<file path="config.mk">
export PLATFORM = sky130hd
export DESIGN_NAME = dbgl_regs
export DESIGN_NICKNAME = d
export VERILOG_FILES = /design/src/inc/dbgl_pkg.sv /design/src/inc/dbgl_mem_if.sv /design/src/design/dbgl_mem.sv /design/src/design/dbgl_regs.sv /design/src/design/dbgl_sync.sv
export SDC_FILE = /design/constraint.sdc
export NUM_CORES = 1
export LEC_CHECK = 0
export BUFFER_PORTS_ARGS = -buffer_cell sky130_fd_sc_hd__buf_2
export CAP_MARGIN = 10
export CORE_ASPECT_RATIO = 1.25
export CORE_MARGIN = 2
export CORE_UTILIZATION = 55
export CTS_CLUSTER_SIZE = 40
export DETAILED_ROUTE_END_ITERATION = 8
export PLACE_DENSITY_LB_ADDON = 0.12
export SETUP_SLACK_MARGIN = 0.05
export SLEW_MARGIN = 40
export SYNTH_ARGS = -nofsm -noshare
export SYNTH_HDL_FRONTEND = slang
export SYNTH_HIERARCHICAL = 1
export SYNTH_SLANG_ARGS = --single-unit
</file>
<file path="constraint.sdc">
create_clock -name ref_clk_in -period 5.2 [get_ports ref_clk_in]
set_clock_uncertainty 0.05 [all_clocks]
set_input_delay 1.04 -clock ref_clk_in [delete_from_list [all_inputs] [get_ports ref_clk_in]]
set_output_delay 1.04 -clock ref_clk_in [all_outputs]
set_load 0.005 [all_outputs]
</file>
<file path="src/inc/dbgl_pkg.sv">
// Constants shared by the debug lock and cache control register bank
package dbgl_pkg;
   localparam int ADDR_W = 12;
   localparam int DATA_W = 32;
   // Register byte offsets
   localparam logic [ADDR_W-1:0] OFF_EVENT_CATCH = 12'h024;
   localparam logic [ADDR_W-1:0] OFF_CACHE_CTRL = 12'h028;
   localparam logic [ADDR_W-1:0] OFF_LOCK_KEY = 12'h300;
   localparam logic [ADDR_W-1:0] OFF_LOCK_STATE = 12'h304;
   localparam logic [ADDR_W-1:0] OFF_SAVE_RESTORE = 12'h308;
   // Lock key
   localparam logic [DATA_W-1:0] LOCK_KEY = 32'hc5acce55;
   // Lock status field positions
   localparam int LS_IMPL_BIT = 0;
   localparam int LS_LOCKED_BIT = 1;
   localparam int LS_ACC32_BIT = 2;
   // Cache control field positions and reset value
   localparam int CC_DATA_BIT = 0;
   localparam int CC_INSTR_BIT = 1;
   localparam int CC_WT_BIT = 2;
   localparam int CC_W = 3;
   localparam logic [CC_W-1:0] CC_RESET = 3'h7;
   // Event catch field
   localparam int EC_UNLOCK_BIT = 0;
   localparam logic EC_RESET = 1'h0;
   // Bus encodings
   localparam logic [2:0] HSIZE_WORD = 3'h2;
   localparam logic HRESP_OKAY = 1'h0;
   localparam logic HRESP_ERROR = 1'h1;
   localparam int HTRANS_ACTIVE_BIT = 1;
   // Save/restore store depth
   localparam int SR_DEPTH_DEF = 16;
endpackage

</file>
<file path="src/inc/dbgl_mem_if.sv">
// Port between the register bank and the save/restore store
`timescale 1ns/1ns
interface dbgl_mem_if #(parameter int AW = 4, parameter int DW = 32);
   logic we;
   logic [AW-1:0] addr;
   logic [DW-1:0] wdata;
   logic [DW-1:0] rdata;
   modport ctrl (output we, addr, wdata, input rdata);
   modport mem (input we, addr, wdata, output rdata);
endinterface

</file>
<file path="src/design/dbgl_mem.sv">
// Save/restore word store with registered read
`timescale 1ns/1ns
module dbgl_mem #(
   parameter int AW = 4,
   parameter int DW = 32
) (
   input wire logic ref_clk_in,
   dbgl_mem_if.mem port
);
   logic [DW-1:0] mem_q [0:(1<<AW)-1];
   logic [DW-1:0] rd_q;

   // Write on strobe, read data registered every cycle
   always_ff @(posedge ref_clk_in) begin
      if (port.we) begin
         mem_q[port.addr] <= port.wdata;
      end
      rd_q <= mem_q[port.addr];
   end

   assign port.rdata = rd_q;
endmodule

</file>
<file path="src/design/dbgl_regs.sv">
// Debug lock, event catch and cache control register bank on AHB-Lite
// Functional notes
// - Event catch at 0x024, bit 0 read-write reset 0, rest zero.
// - Unlock catch enabled raises halting debug event on unlock.
// - Event only on locked-to-unlocked transition.
// - Without power-down debug, catch enable reads zero.
// - Without power-down debug, lock registers read zero, ignore writes.
// - Write-only lock key register at 0x300 reads zero.
// - Key write sets lock; protected accesses then get error response.
// - Any other value written clears the lock.
// - Key write resets save/restore counter.
// - Lock change may lag until next barrier; software synchronises.
// - Lock status at 0x304, bit 0 says lock implemented.
// - Status bit 1 shows lock; reset takes lock init pin.
// - Status bit 2 always zero.
// - Save/restore port at 0x308 steps counter through state words.
// - Cache controls apply in debug state with abort discard set.
// - Cache control at 0x028, bits 2..0, upper bits zero.
// - Line-fill bits: 0 stops fills and evictions, 1 normal.
// - Fill disabled: hits use cache, misses bypass, no allocation.
// - Maintenance operations unaffected by line-fill bits.
// - Bit 2 low forces write-through in debug state.
//
// Register access over AHB-Lite was decided locally.
`timescale 1ns/1ns
module dbgl_regs #(
   parameter bit PWRDN_SUPPORT = 1'b1,
   parameter int SR_DEPTH = dbgl_pkg::SR_DEPTH_DEF
) (
   input wire logic ref_clk_in,
   input wire logic resetn_in,
   input wire logic hsel_in,
   input wire logic [dbgl_pkg::ADDR_W-1:0] haddr_in,
   input wire logic [1:0] htrans_in,
   input wire logic hwrite_in,
   input wire logic [2:0] hsize_in,
   input wire logic [dbgl_pkg::DATA_W-1:0] hwdata_in,
   input wire logic hready_in,
   output logic [dbgl_pkg::DATA_W-1:0] hrdata_out,
   output logic hreadyout_out,
   output logic hresp_out,
   input wire logic lock_init_pin_in,
   input wire logic debug_state_in,
   input wire logic abort_discard_in,
   input wire logic maint_op_in,
   output logic halt_event_out,
   output logic os_lock_out,
   output logic data_linefill_allow_out,
   output logic instr_linefill_allow_out,
   output logic force_write_through_low_out
);
   import dbgl_pkg::*;

   localparam int CNT_W = (SR_DEPTH > 1) ? $clog2(SR_DEPTH) : 1;
   localparam logic [CNT_W-1:0] CNT_LAST = CNT_W'(SR_DEPTH - 1);
   localparam logic [CNT_W-1:0] CNT_ONE = CNT_W'(1);

   typedef enum logic [1:0] {
      DBGL_IDLE,
      DBGL_WAIT,
      DBGL_LAST
   } dbgl_bus_st_t;

   // Bus phase state
   dbgl_bus_st_t st_q, st_d;
   logic [ADDR_W-1:0] addr_q, addr_d;
   logic write_q, write_d;
   logic word_q, word_d;
   logic rdy_q, rdy_d;
   logic resp_q, resp_d;
   logic [DATA_W-1:0] rdata_q, rdata_d;
   logic accept;
   logic prot_hit;

   // Register state
   logic ecr_q, ecr_d;
   logic [CC_W-1:0] cc_q, cc_d;
   logic lock_q, lock_d;
   logic [CNT_W-1:0] cnt_q, cnt_d;
   logic halt_q, halt_d;
   logic dfill_q, dfill_d;
   logic ifill_q, ifill_d;
   logic wt_q, wt_d;
   logic lock_init_s;
   logic wr_ok;
   logic access;
   logic apply;
   logic [DATA_W-1:0] rd_mux;

   dbgl_mem_if #(.AW(CNT_W), .DW(DATA_W)) mem_bus ();

   // Lock init pin crosses in through three stages
   dbgl_sync u_sync (
      .ref_clk_in(ref_clk_in),
      .d_in(lock_init_pin_in),
      .q_out(lock_init_s)
   );

   // Save/restore state words
   dbgl_mem #(.AW(CNT_W), .DW(DATA_W)) u_mem (
      .ref_clk_in(ref_clk_in),
      .port(mem_bus.mem)
   );

   // Address decode for a new transfer
   always_comb begin
      accept = hsel_in && htrans_in[HTRANS_ACTIVE_BIT] && hready_in;
      prot_hit = (haddr_in == OFF_EVENT_CATCH) || (haddr_in == OFF_CACHE_CTRL);
   end

   // Bus sequencer: one wait state, error takes two cycles
   always_comb begin
      st_d = st_q;
      addr_d = addr_q;
      write_d = write_q;
      word_d = word_q;
      rdy_d = rdy_q;
      resp_d = resp_q;
      case (st_q)
         DBGL_WAIT: begin
            st_d = DBGL_LAST;
            rdy_d = 1'b1;
         end
         DBGL_IDLE, DBGL_LAST: begin
            st_d = DBGL_IDLE;
            rdy_d = 1'b1;
            resp_d = HRESP_OKAY;
            if (accept) begin
               st_d = DBGL_WAIT;
               rdy_d = 1'b0;
               addr_d = haddr_in;
               write_d = hwrite_in;
               word_d = (hsize_in == HSIZE_WORD);
               // Locked registers answer with error
               resp_d = (prot_hit && lock_q) ? HRESP_ERROR : HRESP_OKAY;
            end
         end
         default: begin
            st_d = DBGL_IDLE;
            rdy_d = 1'b1;
            resp_d = HRESP_OKAY;
         end
      endcase
   end

   // Read value of the addressed register
   always_comb begin
      rd_mux = '0;
      case (addr_q)
         OFF_EVENT_CATCH: rd_mux[EC_UNLOCK_BIT] = ecr_q;
         OFF_CACHE_CTRL: rd_mux[CC_W-1:0] = cc_q;
         OFF_LOCK_STATE: begin
            // Whole register zero when lock absent
            rd_mux[LS_IMPL_BIT] = PWRDN_SUPPORT;
            rd_mux[LS_LOCKED_BIT] = lock_q;
            rd_mux[LS_ACC32_BIT] = 1'b0;
         end
         OFF_SAVE_RESTORE: rd_mux = PWRDN_SUPPORT ? mem_bus.rdata : '0;
         default: rd_mux = '0;
      endcase
   end

   // Register updates in the first data-phase cycle; lock acts at once
   always_comb begin
      access = (st_q == DBGL_WAIT) && (resp_q == HRESP_OKAY);
      wr_ok = access && write_q && word_q;
      ecr_d = ecr_q;
      cc_d = cc_q;
      lock_d = lock_q;
      cnt_d = cnt_q;
      rdata_d = rdata_q;
      mem_bus.we = 1'b0;
      mem_bus.addr = cnt_q;
      mem_bus.wdata = hwdata_in;
      if (access && !write_q) begin
         rdata_d = rd_mux;
      end else if (access) begin
         rdata_d = '0;
      end else if (st_q == DBGL_WAIT) begin
         rdata_d = '0;
      end
      if (wr_ok && addr_q == OFF_EVENT_CATCH) begin
         ecr_d = PWRDN_SUPPORT && hwdata_in[EC_UNLOCK_BIT];
      end
      if (wr_ok && addr_q == OFF_CACHE_CTRL) begin
         cc_d = hwdata_in[CC_W-1:0];
      end
      if (wr_ok && addr_q == OFF_LOCK_KEY && PWRDN_SUPPORT) begin
         if (hwdata_in == LOCK_KEY) begin
            lock_d = 1'b1;
            cnt_d = '0;
         end else begin
            lock_d = 1'b0;
         end
      end
      if (access && addr_q == OFF_SAVE_RESTORE && PWRDN_SUPPORT) begin
         // Each access steps the sequence once
         cnt_d = (cnt_q == CNT_LAST) ? '0 : cnt_q + CNT_ONE;
         mem_bus.we = write_q && word_q;
      end
   end

   // Unlock catch and cache behaviour outputs
   always_comb begin
      halt_d = ecr_q && lock_q && !lock_d;
      // Controls bite only for debugger ops with aborts discarded
      apply = debug_state_in && abort_discard_in;
      // Maintenance keeps its normal line-fill behaviour
      dfill_d = !apply || maint_op_in || cc_q[CC_DATA_BIT];
      ifill_d = !apply || maint_op_in || cc_q[CC_INSTR_BIT];
      wt_d = !apply || cc_q[CC_WT_BIT];
   end

   // Registers with synchronous reset
   always_ff @(posedge ref_clk_in) begin
      if (!resetn_in) begin
         st_q <= DBGL_IDLE;
         addr_q <= '0;
         write_q <= 1'b0;
         word_q <= 1'b0;
         rdy_q <= 1'b1;
         resp_q <= HRESP_OKAY;
         rdata_q <= '0;
         ecr_q <= EC_RESET;
         cc_q <= CC_RESET;
         lock_q <= PWRDN_SUPPORT && lock_init_s;
         cnt_q <= '0;
         halt_q <= 1'b0;
         dfill_q <= 1'b1;
         ifill_q <= 1'b1;
         wt_q <= 1'b1;
      end else begin
         st_q <= st_d;
         addr_q <= addr_d;
         write_q <= write_d;
         word_q <= word_d;
         rdy_q <= rdy_d;
         resp_q <= resp_d;
         rdata_q <= rdata_d;
         ecr_q <= ecr_d;
         cc_q <= cc_d;
         lock_q <= lock_d;
         cnt_q <= cnt_d;
         halt_q <= halt_d;
         dfill_q <= dfill_d;
         ifill_q <= ifill_d;
         wt_q <= wt_d;
      end
   end

   // Outputs straight from flip-flops
   assign hrdata_out = rdata_q;
   assign hreadyout_out = rdy_q;
   assign hresp_out = resp_q;
   assign halt_event_out = halt_q;
   assign os_lock_out = lock_q;
   assign data_linefill_allow_out = dfill_q;
   assign instr_linefill_allow_out = ifill_q;
   assign force_write_through_low_out = wt_q;
endmodule

</file>
<file path="src/design/dbgl_sync.sv">
// Three-stage synchroniser for a level from a pin
`timescale 1ns/1ns
module dbgl_sync (
   input wire logic ref_clk_in,
   input wire logic d_in,
   output logic q_out
);
   logic [2:0] sh_q;
   logic [2:0] sh_d;
   logic st_q;
   logic st_d;

   // Shift in; accept a change once stages two and three agree
   always_comb begin
      sh_d = {sh_q[1:0], d_in};
      st_d = (sh_q[1] == sh_q[2]) ? sh_q[2] : st_q;
   end

   // Data stages, no reset needed
   always_ff @(posedge ref_clk_in) begin
      sh_q <= sh_d;
      st_q <= st_d;
   end

   assign q_out = st_q;
endmodule

</file>
==> results.py <==
metrics = {
    "synth": {
        "ys_seq_area_share_pct": 77.4,
        "ys_seq_elements": 611,
        "avgSynthCellArea_um2": 19.9,
        "yosysUniqueCellTypes": 48,
        "ys_async_sr_fraction_pct": 0,
        "postSynthCellCount": 1126,
        "yosys_warnings": 6,
        "syn-cell-area_um2": 22400,
        "synth_edf_count": 513,
        "synthFlopType": "edfxtp_1",
        "synthesis.nets": 1185,
    },
    "worst_setup_path": {
        "cp-end-kind": "register",
        "worstPathRequired_ns": 5.37,
        "critPathBufInv": 1,
        "critPathArrivalTime_ns": 4.15,
        "crit_type": "register to register",
        "start_kind": "register",
        "cp_max_fo": 23,
        "critPathSlowestCell": "nor3_1",
        "cp_top_family": "simple AND/OR/NAND/NOR gates",
        "cpPeakStageDelay_ns": 0.62,
        "crit_chain": "or4b_1 -> nor3_1 -> nand2_1 -> nor2_1 -> nand3_1 -> nor2_4 -> buf_4",
    },
    "cts": {
        "cts_resized": 0,
        "clockBufferDepth": 3,
        "cts_buffers": 57,
        "hold_buffers": 0,
        "cts_setup_buffers": 0,
        "h-tree-depth": 2,
        "clockRootBuffer": "clkbuf_16",
        "cts_tree": "yes",
        "cts_sinks": 611,
        "clk_pin_slew_ns": 0.06,
        "clock_latency_ns": 0.60,
    },
    "detailed_routing": {
        "wl_mm": 47.6,
        "drc": 0,
        "wl_per_cell_um": 25.7,
        "drt_pass1_iterations": 5,
        "ant_nets": 0,
        "first_iter_violations": 926,
        "vias": 11200,
        "vias_per_cell": 6.05,
    },
    "timing": {
        "setup_viol": 0,
        "hold_viol": 0,
        "rsz0062_at_grt": "false",
        "drv_slew": 0,
        "max_freq_mhz": 251,
        "tightest_slew_ns": 0.811,
        "fin_tns_setup_ns": 0,
        "slew_headroom_pct": 45.8,
        "fin_crit_ns": 3.98,
        "period_share_pct": 76.6,
        "finalWorstSetupSlack_ns": 1.22,
    },
    "global_routing": {
        "grt_max_degree": 81,
        "grt_pass1_vias": 11400,
        "grt_pass1_wl_mm": 71.0,
        "overflow": 0,
        "track_usage_pct": 23.0,
        "antenna_found_initial": 0,
    },
    "cells_and_area": {
        "drive_above_1_share_pct": 28.8,
        "fin_util_pct": 63.8,
        "mostFrequentLayoutCell": "edfxtp_1",
        "antenna_cells": 0,
        "syn_to_final_growth_pct": 14.4,
        "final_area_um2": 25700,
        "final_cell_mix": "513 x edfxtp_1, 128 x mux4_2, 96 x dfxtp_1",
        "layout.nets": 1314,
    },
    "floorplanning": {
        "fp.dieH_um": 230,
        "die_area_um2": 42400,
        "fp-row-count": 82,
        "initial_core_util_pct": 55.8,
        "core-area_um2": 40200,
        "die_w_um": 185,
        "num_io_pins": 97,
    },
    "placement": {
        "io_buffer_count": 95,
        "gp_congestion": 0.816,
        "dpl_cell_area_um2": 23900,
        "place_ws_ns": 1.28,
        "dp_hpwl_mm": 27.4,
    },
    "run": {
        "max-cap-violations": 0,
    },
    "worst_hold_path": {
        "hp-class": "register to register",
    },
    "power": {
        "ir_drop_uv": 283,
        "power_density_nw_per_um2": 366,
        "leakage_nw": 8.18,
        "total_power_mw": 9.41,
    },
    "run_status": {
        "outcome": "complete, no violations",
    },
}
==> synth_stat cells, types with 2 or more instances <==
| cell type | count | share of area, % |
|---|---|---|
| clkbuf_1 | 42 | 0.70 |
| and4b_1 | 2 | 0.089 |
| a21oi_1 | 21 | 0.47 |
| nand3b_1 | 3 | 0.10 |
| o21ai_0 | 2 | 0.045 |
| nor4b_1 | 2 | 0.078 |
| mux2i_1 | 3 | 0.13 |
| a311oi_1 | 2 | 0.078 |
| nand2b_1 | 6 | 0.17 |
| buf_6 | 6 | 0.30 |
| nand4_1 | 4 | 0.11 |
| nor4bb_1 | 7 | 0.31 |
| nor2b_1 | 2 | 0.056 |
| buf_2 | 12 | 0.27 |
| xnor2_1 | 2 | 0.078 |
| nand4b_1 | 2 | 0.078 |
| or4_1 | 2 | 0.067 |
| nor3_1 | 11 | 0.25 |
| or2_2 | 2 | 0.056 |
| a21o_1 | 3 | 0.10 |
| nand2_1 | 70 | 1.2 |
| or3_1 | 2 | 0.056 |
| mux4_2 | 128 | 13 |
| nand3_1 | 5 | 0.11 |
| and2_1 | 2 | 0.056 |
| edfxtp_1 | 513 | 69 |
| nor2_1 | 55 | 0.92 |
| inv_1 | 5 | 0.084 |
| a22oi_1 | 94 | 3.1 |
| dfxtp_1 | 98 | 8.7 |
==> state kept, by name, summed over array words and instances, names as in the netlist, 2 cells and up <==
name	flops
cc_q	3
u_mem/port.rdata	32
u_mem/mem_q	512
st_q	2
addr_q	12
hrdata_out	32
u_sync/sh_q	3
cnt_q	4
==> per-stage QoR <==
stage,hold slack (ns),std cells
4_1_cts,0.277,1850
5_1_grt,0.287,1850
3_3_place_gp,0.266,1738
2_1_floorplan,0.260,1126
6_report,0.276,1850
3_5_place_dp,0.273,1742
==> report_power, final <==
group,leakage (nW),total (mW),switching (mW),internal (mW)
Sequential,5.42,5.31,0.00501,5.30
Clock,0.888,3.99,1.71,2.27
Combinational,1.88,0.114,0.0871,0.0272
==> metal layers <==
layer | vias to the layer above | wire, µm | global-route usage, %
li1 | 4866 | - | -
met1 | 5895 | 20100 | 32.5
met2 | 359 | 24000 | 38.5
met3 | 69 | 2590 | 3.09
met4 | 0 | 987 | 5.80
met5 | - | 0 | 0
==> layout make-up <==
class | instances | area (µm²)
sequential | 611 | 17400
timing repair buffer | 131 | 875
clock buffer | 80 | 1630
multi-input combinational | 449 | 4900
inverter | 5 | 21.3
clock inverter | 28 | 190
fill | 2854 | 14500
tap | 546 | 683
==> cells by family after synthesis <==
family | Yosys count | share of synthesized area, %
AO/OA/AOI/OAI | 130 | 4.12
XOR/XNOR | 2 | 0.0781
adder cells (fa/ha/maj) | 1 | 0.0557
buffers and inverters | 66 | 1.39
flip-flops | 611 | 77.4
multiplexers | 131 | 13.0
AND/OR/NAND/NOR | 185 | 4.00
==> worst paths after layout <==
check                                                    end                   start  slack, ns  cells after the start
worst max-delay path            u_mem/mem_q[14][9]$_DFFE_PP_  addr_q[0]$_SDFFE_PN0P_       1.22                      7
worst min-delay path                  u_sync/sh_q[1]$_DFF_P_  u_sync/sh_q[0]$_DFF_P_       0.28                      0
worst max register to register  u_mem/mem_q[14][9]$_DFFE_PP_  addr_q[0]$_SDFFE_PN0P_       1.22                      7
worst min register to register        u_sync/sh_q[1]$_DFF_P_  u_sync/sh_q[0]$_DFF_P_       0.28                      0
Note: power is estimated with default switching activity, not from simulation.
